**src/core/pin_unit_pkg.sv**
```systemverilog
// Package with register map, field layout and decoded carrier types.
`default_nettype none
package pin_unit_pkg;
	// ****************************************************************
	// Register map and reset values
	// ****************************************************************
	localparam logic [3:0] PIN_CFG_OFFSET  = 4'h0;
	localparam logic [3:0] ACQ_CFG_OFFSET  = 4'h4;
	localparam logic [3:0] PIN_STAT_OFFSET = 4'h8;
	localparam logic [3:0] ACQ_STAT_OFFSET = 4'hc;
	localparam logic [7:0] PIN_CFG_RESET   = 8'h00;
	localparam logic [7:0] ACQ_CFG_RESET   = 8'h05;
	localparam logic [7:0] ACQ_WRITE_MASK  = 8'h1f;

	// ****************************************************************
	// Field positions
	// ****************************************************************
	localparam int FXN_LSB       = 0;
	localparam int OPT_LSB       = 2;
	localparam int OPT_POL       = 5;
	localparam int OPT_RAIL      = 3;
	localparam int OPT_PULLUP    = 2;
	localparam int OPT_DRIVE_HI  = 1;
	localparam int OPT_PULLDOWN  = 0;
	localparam int ACQ_AMPS_LSB  = 0;
	localparam int ACQ_VOLTS_BIT = 2;
	localparam int ACQ_TCELL_BIT = 3;
	localparam int ACQ_TFET_BIT  = 4;
	localparam logic [15:0] MV_SATURATION = 16'h7fff;

	// Pin function encodings.
	typedef enum logic [1:0] {
		FXN_UNUSED = 2'b00,
		FXN_GPO    = 2'b01,
		FXN_DRIVER = 2'b10,
		FXN_ANALOG = 2'b11
	} pin_function_t;

	// Decoded pin controls for the pad and the measurement subsystem.
	typedef struct packed {
		logic       out_enable;
		logic       level;
		logic       drive_hi_en;
		logic       rail_first_reg;
		logic       weak_pullup;
		logic       weak_pulldown;
		logic       analog_en;
		logic [1:0] analog_pullup;
		logic [1:0] temp_model;
		logic [1:0] meas_use;
	} pin_ctrl_t;

	// Decoded acquisition controls.
	typedef struct packed {
		logic       tint_cell;
		logic       tint_fet;
		logic       tint_in_stats;
		logic       volts_cv;
		logic [1:0] amps_unit;
	} acq_ctrl_t;
endpackage
`default_nettype wire

```
**src/core/pin_and_unit_config.sv**
```systemverilog
// Discharge-driver pin setting and acquisition unit setting register bank.
//
// Contract
// - Function field picks unused, general output, discharge driver or analog.
// - Option meaning depends on function; all pin bits reset to zero.
// - Driver mode: option 5 picks polarity of pin while FET disabled.
// - Polarity ignored for general output; option 4 unused in outputs.
// - Option 3 picks high-drive rail: 1.8 V rail or first rail.
// - Option 2 enables weak pull-up to first rail; code masks it off while option 3 is set.
// - Option 1 drives high or tri-states; tri-state unavailable with option 3.
// - Option 0 enables weak pull-down to ground.
// - Analog mode: options 5:4 select 18k, 180k or no pull-up.
// - Analog mode: options 3:2 select temperature model or raw counts.
// - Analog mode: options 1:0 select general, cell, report or FET use.
// - Acquisition bit 3 uses internal temperature as a cell temperature.
// - Acquisition bit 4 routes it to FET temperature only with bit 3.
// - Internal temperature as FET temperature leaves cell statistics.
// - Acquisition bit 2 picks 1 mV or 10 mV voltage unit, default 10 mV.
// - Millivolt voltages saturate at 32767; software picks units accordingly.
// - Acquisition bits 1:0 pick current unit 0.1 to 100 mA, default 1.
//
// Local design decisions: register access over Wishbone and the register offsets.
`default_nettype none
module pin_and_unit_config (
	// Clock and reset.
	input  wire logic                    clk_i,
	input  wire logic                    rst_i,
	// Classic Wishbone slave.
	input  wire logic                    cyc_i,
	input  wire logic                    stb_i,
	input  wire logic                    we_i,
	input  wire logic [3:0]              adr_i,
	input  wire logic [3:0]              sel_i,
	input  wire logic [31:0]             dat_i,
	output logic      [31:0]             dat_o,
	output logic                         ack_o,
	output logic                         err_o,
	// Pin driver and measurement side.
	input  wire logic                    fet_enabled_i,
	input  wire logic                    gpo_level_i,
	input  wire logic signed [19:0]      volt_raw_mv_i,
	output pin_unit_pkg::pin_ctrl_t      pin_ctrl_o,
	output pin_unit_pkg::acq_ctrl_t      acq_ctrl_o,
	output logic signed [15:0]           volt_report_o
);
	import pin_unit_pkg::*;

	// ****************************************************************
	// Register state
	// ****************************************************************
	logic [7:0]        pin_cfg_q;
	logic [7:0]        acq_cfg_q;
	logic              ack_q;
	logic              err_q;
	logic [31:0]       dat_q;
	pin_ctrl_t         pin_ctrl_q;
	acq_ctrl_t         acq_ctrl_q;
	logic signed [15:0] volt_q;

	// ****************************************************************
	// Bus decode
	// ****************************************************************
	// A request is served once; ack falls the cycle after it is given.
	wire        req      = cyc_i & stb_i & ~ack_q & ~err_q;
	wire        hit_pin  = adr_i == PIN_CFG_OFFSET;
	wire        hit_acq  = adr_i == ACQ_CFG_OFFSET;
	wire        hit_ps   = adr_i == PIN_STAT_OFFSET;
	wire        hit_as   = adr_i == ACQ_STAT_OFFSET;
	wire        mapped   = hit_pin | hit_acq | hit_ps | hit_as;
	wire        wr_lane0 = req & we_i & sel_i[0];
	wire        wr_pin   = wr_lane0 & hit_pin;
	wire        wr_acq   = wr_lane0 & hit_acq;

	// Read mux; status words show the decoded pin and acquisition state.
	wire [31:0] rd_data =
		hit_pin ? {24'h000000, pin_cfg_q} :
		hit_acq ? {24'h000000, acq_cfg_q} :
		hit_ps  ? {19'h00000, pin_ctrl_q} :
		hit_as  ? {26'h0000000, acq_ctrl_q} : 32'h00000000;

	// ****************************************************************
	// Pin decode
	// ****************************************************************
	wire [1:0] fxn     = pin_cfg_q[FXN_LSB +: 2];
	wire [5:0] opt     = pin_cfg_q[OPT_LSB +: 6];
	wire       is_gpo  = fxn == FXN_GPO;
	wire       is_drv  = fxn == FXN_DRIVER;
	wire       is_out  = is_gpo | is_drv;
	wire       is_adc  = fxn == FXN_ANALOG;
	// Driver level: high while FET is off unless polarity inverts it.
	wire       drv_lvl = fet_enabled_i ^ ~opt[OPT_POL];
	// General output follows its command; polarity plays no part.
	wire       out_lvl = is_drv ? drv_lvl : gpo_level_i;
	// Tri-state high only when the low-voltage rail is chosen.
	wire       hi_drv  = opt[OPT_DRIVE_HI] | opt[OPT_RAIL];

	pin_ctrl_t pin_ctrl_d;
	always_comb begin
		pin_ctrl_d                = '0;
		pin_ctrl_d.out_enable     = is_out;
		pin_ctrl_d.level          = is_out & out_lvl;
		pin_ctrl_d.drive_hi_en    = is_out & hi_drv;
		pin_ctrl_d.rail_first_reg = is_out & opt[OPT_RAIL];
		// Pull-up is masked with the first rail to protect the pad.
		pin_ctrl_d.weak_pullup    = is_out & opt[OPT_PULLUP]
			& ~opt[OPT_RAIL];
		pin_ctrl_d.weak_pulldown  = is_out & opt[OPT_PULLDOWN];
		pin_ctrl_d.analog_en      = is_adc;
		pin_ctrl_d.analog_pullup  = is_adc ? opt[5:4] : 2'b00;
		pin_ctrl_d.temp_model     = is_adc ? opt[3:2] : 2'b00;
		pin_ctrl_d.meas_use       = is_adc ? opt[1:0] : 2'b00;
	end

	// ****************************************************************
	// Acquisition decode
	// ****************************************************************
	wire tcell = acq_cfg_q[ACQ_TCELL_BIT];
	wire tfet  = tcell & acq_cfg_q[ACQ_TFET_BIT];

	acq_ctrl_t acq_ctrl_d;
	always_comb begin
		acq_ctrl_d               = '0;
		acq_ctrl_d.tint_cell     = tcell;
		acq_ctrl_d.tint_fet      = tfet;
		acq_ctrl_d.tint_in_stats = tcell & ~tfet;
		acq_ctrl_d.volts_cv      = acq_cfg_q[ACQ_VOLTS_BIT];
		acq_ctrl_d.amps_unit     = acq_cfg_q[ACQ_AMPS_LSB +: 2];
	end

	// ****************************************************************
	// Voltage scaling
	// ****************************************************************
	// Divide by ten for centivolts, then clamp into a signed 16-bit word.
	wire signed [19:0] v_cv  = volt_raw_mv_i / 20'sd10;
	wire signed [19:0] v_sel = acq_cfg_q[ACQ_VOLTS_BIT] ? v_cv
		: volt_raw_mv_i;
	wire               v_hi  = v_sel > 20'sd32767;
	wire               v_lo  = v_sel < -20'sd32768;
	wire signed [15:0] v_sat = v_hi ? MV_SATURATION :
		v_lo ? 16'sh8000 : v_sel[15:0];

	// ****************************************************************
	// Registers
	// ****************************************************************
	// Configuration storage; bits 7:5 of acquisition stay zero.
	always_ff @(posedge clk_i) begin
		if (rst_i) begin
			pin_cfg_q <= PIN_CFG_RESET;
			acq_cfg_q <= ACQ_CFG_RESET;
		end else begin
			if (wr_pin)
				pin_cfg_q <= dat_i[7:0];
			if (wr_acq)
				acq_cfg_q <= dat_i[7:0] & ACQ_WRITE_MASK;
		end
	end

	// Bus answer: ack one cycle after the request, error for holes.
	always_ff @(posedge clk_i) begin
		if (rst_i) begin
			ack_q <= 1'b0;
			err_q <= 1'b0;
			dat_q <= 32'h00000000;
		end else begin
			ack_q <= req & mapped;
			err_q <= req & ~mapped;
			dat_q <= (req & ~we_i) ? rd_data : 32'h00000000;
		end
	end

	// Registered outputs to the pad and measurement logic.
	always_ff @(posedge clk_i) begin
		if (rst_i) begin
			pin_ctrl_q <= '0;
			acq_ctrl_q <= '0;
			volt_q     <= 16'sh0000;
		end else begin
			pin_ctrl_q <= pin_ctrl_d;
			acq_ctrl_q <= acq_ctrl_d;
			volt_q     <= v_sat;
		end
	end

	assign ack_o         = ack_q;
	assign err_o         = err_q;
	assign dat_o         = dat_q;
	assign pin_ctrl_o    = pin_ctrl_q;
	assign acq_ctrl_o    = acq_ctrl_q;
	assign volt_report_o = volt_q;
endmodule
`default_nettype wire

```
**config.mk**
```make
export PLATFORM = sky130hd
export DESIGN_NAME = pin_and_unit_config
export DESIGN_NICKNAME = d
export VERILOG_FILES = /design/src/core/pin_unit_pkg.sv /design/src/core/pin_and_unit_config.sv
export SDC_FILE = /design/constraint.sdc
export NUM_CORES = 1
export LEC_CHECK = 0
export ABC_AREA = 1
export BUFFER_PORTS_ARGS = -buffer_cell sky130_fd_sc_hd__clkbuf_2
export CORE_MARGIN = 4
export CORE_UTILIZATION = 44
export CTS_BUF_LIST = sky130_fd_sc_hd__clkbuf_2
export CTS_CLUSTER_SIZE = 24
export DETAILED_ROUTE_END_ITERATION = 7
export PLACE_DENSITY = 0.7
export SETUP_SLACK_MARGIN = 0.5
export SYNTH_ARGS = -nofsm -noshare
export SYNTH_HDL_FRONTEND = slang
export SYNTH_SLANG_ARGS = --single-unit
```
**constraint.sdc**
```tcl
create_clock -name clk_i -period 7.7 [get_ports clk_i]
set_clock_uncertainty 0.1 [all_clocks]
set_input_delay 0.385 -clock clk_i [delete_from_list [all_inputs] [get_ports clk_i]]
set_output_delay 0.385 -clock clk_i [all_outputs]
set_load 0.05 [all_outputs]
```
# Word level (Yosys, flattened, before mapping)

Cells that the tools add are included.

$add $sub $neg: 0
Multiply operators: 0
Div/mod/pow operators: 1
Magnitude comparators: 2
Equal/unequal tests: 6
Shifts and indexed selects: 0
Mux-type cells: 8
Bitwise operators: 33
Reductions and logical operators: 6

Operator list:

| kind                    | number |
|---|---|
| $div A20 B5 Y20 const B | 1 |
| $gt A20 B16 Y1 const B  | 1 |
| $lt A20 B16 Y1 const B  | 1 |
| $mux W20                | 1 |
| $and A1 B1 Y1           | 18 |
| $mux W16                | 1 |
| $mux W8                 | 2 |
| $mux W15                | 1 |
| $mux W13                | 1 |
| $not A1 Y1              | 9 |
| $eq A4 B4 Y1 const B    | 2 |
| $mux W6                 | 1 |
| $reduce_or A2 Y1        | 3 |
| $or A1 B1 Y1            | 5 |
| $reduce_or A5 Y1        | 1 |
| $eq A2 B2 Y1 const B    | 2 |
| $eq A4 B3 Y1 const B    | 1 |
| $logic_not A4 Y1        | 1 |
| $reduce_or A4 Y1        | 1 |
| $eq A2 B1 Y1 const B    | 1 |
| $mux W1                 | 1 |
| $xor A1 B1 Y1           | 1 |

Register bits after elaboration: 82
Bits in latches: 0
Memory bits (writable): 0
Memory bits (read-only): 0
Bits of input ports: 67
Output and inout bits: 69
Memories kept: 0

# Logic depth before layout (Yosys ltp)

Gate-level depths: netlist of the first run.

Word-level depth: 6
Mapped depth: 96
Mapped depth without buffers: 96

# Least setup slack after synthesis of the first run

Ideal clock, no wire load.

Kind: input port to flip-flop
From: input port volt_raw_mv_i[0]
To: register volt_q[2], in the netlist volt_report_o[2]
Arrival: 7655 ps
Data required time: 7466 ps
Setup slack: -189 ps
Stages on the path: 88
Path buffers: 1
Path through: inv_1 -> ha_1 -> nand2_1 -> nor2_4 -> nand3_2 -> nand2_1 -> nand2_1 -> nand2_1 -> nand2_2 -> nand2_2 -> nand3_2 -> nand2_4 -> nand2_2 -> a21oi_4 -> nand2_2 -> nand2_1 -> nand2_2 -> nand2_4 -> [... 52 more ...] -> ha_1 -> nand2_1 -> nand3b_2 -> inv_1 -> nor2_4 -> a21oi_2 -> nor2_8 -> nand3_2 -> nand4_2 -> nand2_2 -> nand2_1 -> nand2_1 -> nand3_1 -> nand3_2 -> nand2_4 -> buf_12 -> nand2_2 -> a21oi_2

Cells in the longest elaborated chain, start to end: 5
Elaborated cells between the ends (all ways): 6
Classes of those cells: div: 1; order compare: 2; mux: 3

Ends and longest elaborated chain:

| item                   | line                       | RTL |
|---|---|---|
| start: declaration     | pin_and_unit_config.sv:41  | `input wire logic signed [19:0] volt_raw_mv_i,` |
| $div A20 B5 Y20        | pin_and_unit_config.sv:134 | `wire signed [19:0] v_cv = volt_raw_mv_i / 20'sd10;` |
| $mux W20 *             | pin_and_unit_config.sv:135 | `wire signed [19:0] v_sel = acq_cfg_q[ACQ_VOLTS_BIT] ? v_cv` |
| $lt A20 B16 Y1         | pin_and_unit_config.sv:138 | `wire v_lo = v_sel < -20'sd32768;` |
| $mux W16               | pin_and_unit_config.sv:140 | `v_lo ? 16'sh8000 : v_sel[15:0];` |
| $mux W15 *             | pin_and_unit_config.sv:139 | `wire signed [15:0] v_sat = v_hi ? MV_SATURATION :` |
| end signal: assignment | pin_and_unit_config.sv:180 | `volt_q <= v_sat;` |
| end: declaration       | pin_and_unit_config.sv:58  | `logic signed [15:0] volt_q;` |

Every way passes the cells marked *; elsewhere a longest branch is shown, timed or not.
A chain may end at the register's enable or synchronous reset.

# Worst setup path after layout of the first run

From: input port volt_raw_mv_i[1]
To: register volt_q[3], in the netlist volt_report_o[3]

The elaborated chain is that of the path after synthesis.

==> impl_metrics.env, run 1 <==
export IMPL_status="complete, but fails checks"
export IMPL_failed_checks="setup timing"
export IMPL_clkLatencyLatePin_ps=480
export IMPL_buffer_ports_inserted=89
export IMPL_grt_total_usage_pct=20.0
export IMPL_avg_inst_size_synth_um2=6.75
export IMPL_post_synth_fa_ha_maj_area_fraction_pct=1.35
export IMPL_synth_compound_gate_area_share_pct=13.6
export IMPL_i_o_pins=136
export IMPL_drt_vias_per_instance=4.81
export IMPL_ys_warnings_count=0
export IMPL_ys_seq_area_share_pct=22.6
export IMPL_start_kind="input pin"
export IMPL_number_of_enable_flip_flop_cells_after_synthesis=0
export IMPL_instances_no_fill=1216
export IMPL_tritoncts_num_buffers=9
export IMPL_placed_cells_incl_taps=1163
export IMPL_core_area_um2=12200
export IMPL_antenna_violating_nets_post_route=0
export IMPL_cap_violations=0
export IMPL_holdBufCountCts=0
export IMPL_grt_ovfl_total=0
export IMPL_h_tree_depth=3
export IMPL_post_synth_mux_area_share_pct=0.247
export IMPL_kind_of_critical_path="in -> reg"
export IMPL_clock_path_buffers=2
export IMPL_clkTransAtPathRegs_ps=180
export IMPL_reg_to_reg_end="volt_report_o[3]"
export IMPL_period_minus_slack_ps=7950
export IMPL_fraction_of_final_layout_cells_with_drive_strength_greater_than_1_pct=49.0
export IMPL_grt_first_pass_wirelength_um=24300
export IMPL_worst_path_max_fanout=6
export IMPL_initial_drt_pass_iterations=5
export IMPL_setup_slack_placement_ps=-826
export IMPL_period_share_pct=103
export IMPL_ys_flop_type="sky130_fd_sc_hd__dfxtp_1"
export IMPL_antenna_diode_count=0
export IMPL_grt_start_max_net_pins=26
export IMPL_synth_xor_area_share_pct=2.83
export IMPL_standard_cell_rows=40
export IMPL_route_detailed_wl_per_inst_um=12.5
export IMPL_grt_setup_unrepaired="true"
export IMPL_cts_sinks=63
export IMPL_report_final_hold_viol_count=0
export IMPL_ys_async_sr_fraction_pct=0
export IMPL_worst_slew_margin_rel_pct=36.4
export IMPL_fmax_mhz=126
export IMPL_place_hpwl_um=11600
export IMPL_syn2layout_area_growth_pct=42.1
export IMPL_nets=1116
export IMPL_mapped_area_um2=5580
export IMPL_die_h_um=121
export IMPL_arr_time_crit_path_ps=8180
export IMPL_hold_path_startpoint="gpo_level_i"
export IMPL_slew_viol_final=0
export IMPL_routed_wire_length_um=15200
export IMPL_setup_violations_final=16
export IMPL_layout_setup_ws_ps=-246
export IMPL_main_combinational_cell_family_by_area_after_synthesis="simple AND/OR/NAND/NOR gates"
export IMPL_critical_path_most_common_cell="sky130_fd_sc_hd__nand2_4"
export IMPL_worstSetupStartpoint="volt_raw_mv_i[1]"
export IMPL_syn_inst=826
export IMPL_timing_critical_path_slowest_stage_cell="sky130_fd_sc_hd__a21oi_4"
export IMPL_initial_core_util_pct=45.7
export IMPL_clk_root_buffer_cell="sky130_fd_sc_hd__clkbuf_2"
export IMPL_detailedRoute_firstIterationViolations=388
export IMPL_fraction_of_the_mapped_netlist_area_in_simple_logic_gates_pct=45.5
export IMPL_timing_reg2reg_setup_slack_ps=4970
export IMPL_cts_tree="done"
export IMPL_crit_path_end_kind="flop"
export IMPL_setup_total_negative_slack_ps=-3340
export IMPL_number_of_drc_violations_after_detailed_routing=0
export IMPL_worst_path_largest_cell_delay_ps=230
export IMPL_cp_endpoint="volt_report_o[3]"
export IMPL_route_vias_total=5843
export IMPL_hold_path_class="in -> reg"
export IMPL_worstRegToRegCells=8
export IMPL_grt_antenna_before_repair=0
export IMPL_critical_path_reg2reg_startpoint="acq_cfg_q[2]"
export IMPL_worst_tran_pin_value_ps=953
export IMPL_design_die_area_um2=14500
export IMPL_hold_worst_slack_ps=34.2
export IMPL_die_w_um=121
export IMPL_synth_distinct_cells=56
export IMPL_worstPathRequired_ps=7930
export IMPL_gpl_final_weighted_congestion=0.906
export IMPL_first_global_vias=5217
export IMPL_yosys_register_bits=63
[cell type report]
type                            count  area (um^2)
Fill cell                        1047         4290
Timing Repair Buffer              222         1530
Tap cell                          168          210
Clock inverter                      6         85.1
Clock buffer                       10         50.0
Inverter                          123          512
Sequential cell                    63         1260
Multi-Input combinational cell    624         4280
[cells by family (layout without fill, tap and decap cells)]
group / Yosys count / count (layout)
adders and majority gates: 6 / 6
xor gates and xnor gates: 18 / 18
other: 1 / 19
AOI/OAI and AO/OA: 118 / 118
DFF: 63 / 63
muxes: 1 / 1
and+or+nand+nor: 461 / 462
buffers and inverters: 158 / 361
[how the worst min path moves through the flow]
stage	slack (ps)	depth (start not counted)	endpoint
5_1_grt	6	3	acq_cfg_q[2]
3_3_place_gp	300	1	pin_ctrl_o[8]
2_1_floorplan	300	1	pin_ctrl_o[8]
4_1_cts	10	3	pin_ctrl_o[11]
3_5_place_dp	310	1	pin_ctrl_o[8]
6_report	30	3	pin_ctrl_o[11]
[worst max-delay path: cells and delay by family]
family                   cells  cell delay [ps]
adder cells (fa/ha/maj)      1              160
AND/OR/NAND/NOR             63             5590
AO/OA/AOI/OAI                5              690
buffers and inverters       15             1270
[cells in the final DEF (no fill, tap or decap), types with 7 or more instances in the layout]
master | netlist | final
sky130_fd_sc_hd__a21oi_1 | 27 | 24
sky130_fd_sc_hd__a21oi_2 | 11 | 12
sky130_fd_sc_hd__buf_4 | 22 | 124
sky130_fd_sc_hd__buf_6 | 8 | 7
sky130_fd_sc_hd__clkbuf_2 | 0 | 97
sky130_fd_sc_hd__conb_1 | 1 | 19
sky130_fd_sc_hd__dfxtp_1 | 63 | 63
sky130_fd_sc_hd__inv_1 | 89 | 80
sky130_fd_sc_hd__inv_2 | 30 | 32
sky130_fd_sc_hd__nand2_1 | 158 | 126
sky130_fd_sc_hd__nand2_2 | 63 | 67
sky130_fd_sc_hd__nand2_4 | 29 | 56
sky130_fd_sc_hd__nand3_1 | 83 | 63
sky130_fd_sc_hd__nand3_2 | 25 | 33
sky130_fd_sc_hd__nand3_4 | 0 | 12
sky130_fd_sc_hd__nor2_1 | 65 | 58
sky130_fd_sc_hd__nor2_2 | 7 | 9
sky130_fd_sc_hd__nor2_4 | 4 | 9
sky130_fd_sc_hd__o211ai_1 | 7 | 7
sky130_fd_sc_hd__o21ai_0 | 40 | 37
sky130_fd_sc_hd__o21ai_1 | 10 | 7
sky130_fd_sc_hd__xor2_1 | 17 | 17
[layer usage]
| layer | part of all wire, % | up-vias | track usage [%] |
|---|---|---|---|
| li1 | - | 3056 | - |
| met1 | 46 | 2636 | 27.2 |
| met2 | 48 | 139 | 34.3 |
| met3 | 4.4 | 12 | 2.57 |
| met4 | 0.79 | 0 | 3.26 |
| met5 | 0 | - | 0 |
[flip-flops by register name, summed over array words and instances, names as in the netlist]
register / cells
acq_cfg_q: 5
volt_report_o: 16
err_o: 1
ack_o: 1
pin_cfg_q: 8
pin_ctrl_o: 13
dat_o: 13
acq_ctrl_o: 6
[Yosys cell counts, drive strengths merged, types with 3 or more instances]
cell,n,share of area [%]
nor2,78,6.7
a21o,3,0.40
nand3b,3,0.47
o21ai,54,5.2
nand2,251,24
nand4,8,1.1
nand3,108,12
inv,121,8.2
ha,6,1.3
o211ai,7,0.94
nor3,8,0.81
a21oi,40,4.7
buf,32,5.0
dfxtp,63,23
xor2,17,2.7
[what timing repair did]
item                       CTS  global route
pin swaps                   40            27
gates cloned                 1             1
resized for setup           92            37
setup endpoints to repair   16            16
setup buffers               23            12
[stage by stage]
step,instance area (um^2),utilization (%)
final,7930,64.9
after detailed placement,6910,56.6
after CTS,7640,62.6
after global placement,6910,56.6
after floorplan,5810,-
after global routing,7930,64.9
Power of run 1 is not shown: default switching activity piles up to over one toggle a cycle in this logic, so the estimate is an artifact.
==> run 2: changes to the inputs <==
--- a/config.mk
+++ b/config.mk
@@ -6,8 +6,8 @@
 export NUM_CORES = 1
 export LEC_CHECK = 0
 export ABC_AREA = 1
-export BUFFER_PORTS_ARGS = -buffer_cell sky130_fd_sc_hd__clkbuf_2
-export CORE_MARGIN = 4
+export BUFFER_PORTS_ARGS = -buffer_cell sky130_fd_sc_hd__buf_2
+export CORE_MARGIN = 3
 export CORE_UTILIZATION = 44
 export CTS_BUF_LIST = sky130_fd_sc_hd__clkbuf_2
 export CTS_CLUSTER_SIZE = 24
==> impl_metrics.env, run 2 (synthesized netlist as in run 1, its figures left out) <==
export IMPL_status="complete, but fails checks"
export IMPL_failed_checks="setup timing"
export IMPL_hold_worst_slack_ps=36.4
export IMPL_critical_path_reg2reg_startpoint="acq_cfg_q[2]"
export IMPL_antenna_violating_nets_post_route=0
export IMPL_die_h_um=119
export IMPL_worstSetupPathDepth=83
export IMPL_reg_to_reg_end="volt_report_o[10]"
export IMPL_route_detailed_wl_per_inst_um=13.1
export IMPL_worstPathRequired_ps=7950
export IMPL_core_area_um2=12200
export IMPL_report_final_hold_viol_count=0
export IMPL_timing_critical_path_slowest_stage_cell="sky130_fd_sc_hd__o21bai_4"
export IMPL_ff_latch_area_um2=1260
export IMPL_slew_viol_final=0
export IMPL_arr_time_crit_path_ps=8240
export IMPL_number_of_drc_violations_after_detailed_routing=0
export IMPL_nets=1132
export IMPL_multi_input_area_um2=4340
export IMPL_grt_antenna_before_repair=0
export IMPL_die_w_um=119
export IMPL_initial_drt_pass_iterations=7
export IMPL_setup_violations_final=15
export IMPL_final_common_cell="sky130_fd_sc_hd__buf_4"
export IMPL_final_fill_count=1024
export IMPL_layout_cells_most_common_list="sky130_fd_sc_hd__buf_4 (139), sky130_fd_sc_hd__nand2_1 (122), sky130_fd_sc_hd__buf_2 (86), sky130_fd_sc_hd__inv_1 (78), sky130_fd_sc_hd__nand2_2 (65)"
export IMPL_start_kind="input pin"
export IMPL_worstRegToRegCells=9
export IMPL_timing_reg2reg_setup_slack_ps=4940
export IMPL_worst_slew_margin_rel_pct=35.3
export IMPL_hold_path_startpoint="gpo_level_i"
export IMPL_clk_root_buffer_cell="sky130_fd_sc_hd__clkbuf_2"
export IMPL_holdBufCountCts=0
export IMPL_detailedRoute_firstIterationViolations=338
export IMPL_largest_register_ffs=16
export IMPL_place_hpwl_um=11400
export IMPL_worst_path_largest_cell_delay_ps=190
export IMPL_clkLatencyLatePin_ps=480
export IMPL_buffer_ports_inserted=89
export IMPL_grt_total_usage_pct=20.8
export IMPL_holdPathEnd="pin_ctrl_o[11]"
export IMPL_fraction_of_final_layout_cells_with_drive_strength_greater_than_1_pct=50.7
export IMPL_i_o_pins=136
export IMPL_syn2layout_area_growth_pct=46.2
export IMPL_period_minus_slack_ps=7990
export IMPL_worst_hold_path_num_cells=3
export IMPL_grt_ovfl_total=0
export IMPL_antenna_diode_count=0
export IMPL_tritoncts_num_buffers=9
export IMPL_h_tree_depth=3
export IMPL_clock_path_buffers=2
export IMPL_worst_tran_pin_value_ps=964
export IMPL_standard_cell_rows=40
export IMPL_cts_tree="done"
export IMPL_fmax_mhz=125
export IMPL_clkTransAtPathRegs_ps=180
export IMPL_grt_first_pass_wirelength_um=25000
export IMPL_critical_path_most_common_cell="sky130_fd_sc_hd__nand2_4"
export IMPL_period_share_pct=104
export IMPL_critical_path_top_delay_family="simple AND/OR/NAND/NOR gates"
export IMPL_grt_setup_unrepaired="true"
export IMPL_grt_start_max_net_pins=26
export IMPL_hold_path_class="in -> reg"
export IMPL_crit_path_end_kind="flop"
export IMPL_route_vias_total=6044
export IMPL_cap_violations=0
export IMPL_worstPathBufferInverterCount=14
export IMPL_kind_of_critical_path="in -> reg"
export IMPL_worst_path_max_fanout=5
export IMPL_routed_wire_length_um=16100
export IMPL_drt_vias_per_instance=4.91
export IMPL_design_die_area_um2=14100
export IMPL_first_global_vias=5531
export IMPL_layout_setup_ws_ps=-288
export IMPL_cts_sinks=63
export IMPL_gpl_final_weighted_congestion=0.898
export IMPL_initial_core_util_pct=45.7
run 2: cell types whose count changed in the layout (fill, tap and decap cells not counted), sizes merged:
cell / before / now
inv: 121 / 122
nand2: 252 / 251
clkbuf: 100 / 11
buf: 132 / 237
clkinvlp: 1 / 2
clkinv: 5 / 4
run 2: worst max-delay path by stage:
stage / startpoint / endpoint / slack (ps)
floorplan: volt_raw_mv_i[1] / volt_report_o[3] / 110
global placement: volt_raw_mv_i[1] / volt_report_o[3] / -550
global route: volt_raw_mv_i[1] / volt_report_o[10] / -870
CTS: volt_raw_mv_i[1] / volt_report_o[3] / 2
detailed placement: volt_raw_mv_i[1] / volt_report_o[3] / -730
finish: volt_raw_mv_i[1] / volt_report_o[9] / -290
run 2: what timing repair did:
| item | 4_1_cts | 5_1_grt |
|---|---|---|
| cloned | 0 | 2 |
| setup endpoints to repair | 16 | 16 |
| pin swaps | 16 | 49 |
| buffers inserted | 35 | 15 |
| gates resized for setup | 80 | 74 |
run 2: through the flow:
stage	TNS, ps	instances	utilization, %	instance area, um^2	setup WS (ps)
2_1_floorplan	0	844	-	5810	114
3_3_place_gp	-7470	1164	56.8	6930	-545
3_5_place_dp	-10510	1164	56.8	6930	-730
4_1_cts	0	1215	62.8	7660	2.00
5_1_grt	-13140	1232	66.8	8160	-866
6_report	-3860	1232	66.8	8160	-288
run 2: worst register-to-register path, delay by kind of cell, from the launching register on:
kind	cells	cell delay, ps
DFF	1	980
buffers and inverters	2	730
and+or+nand+nor	6	720
AOI/OAI and AO/OA	1	150
run 2: layout make-up:
type                            instances  share of cell area [%]
Inverter                              123                    6.37
Tap cell                              168                    2.58
Sequential cell                        63                    15.5
Clock buffer                            9                   0.552
Timing Repair Buffer                  239                    20.7
Clock inverter                          7                    1.18
Multi-Input combinational cell        623                    53.2
run 2: layer usage:
layer	vias up	global-route usage [%]	wire length (um)
met5	-	0	0
met4	0	5.36	410
met3	34	2.44	773
met2	185	36.4	7850
met1	2747	27.0	7050
li1	3078	-	-
Power of run 2 is left out for the same reason.
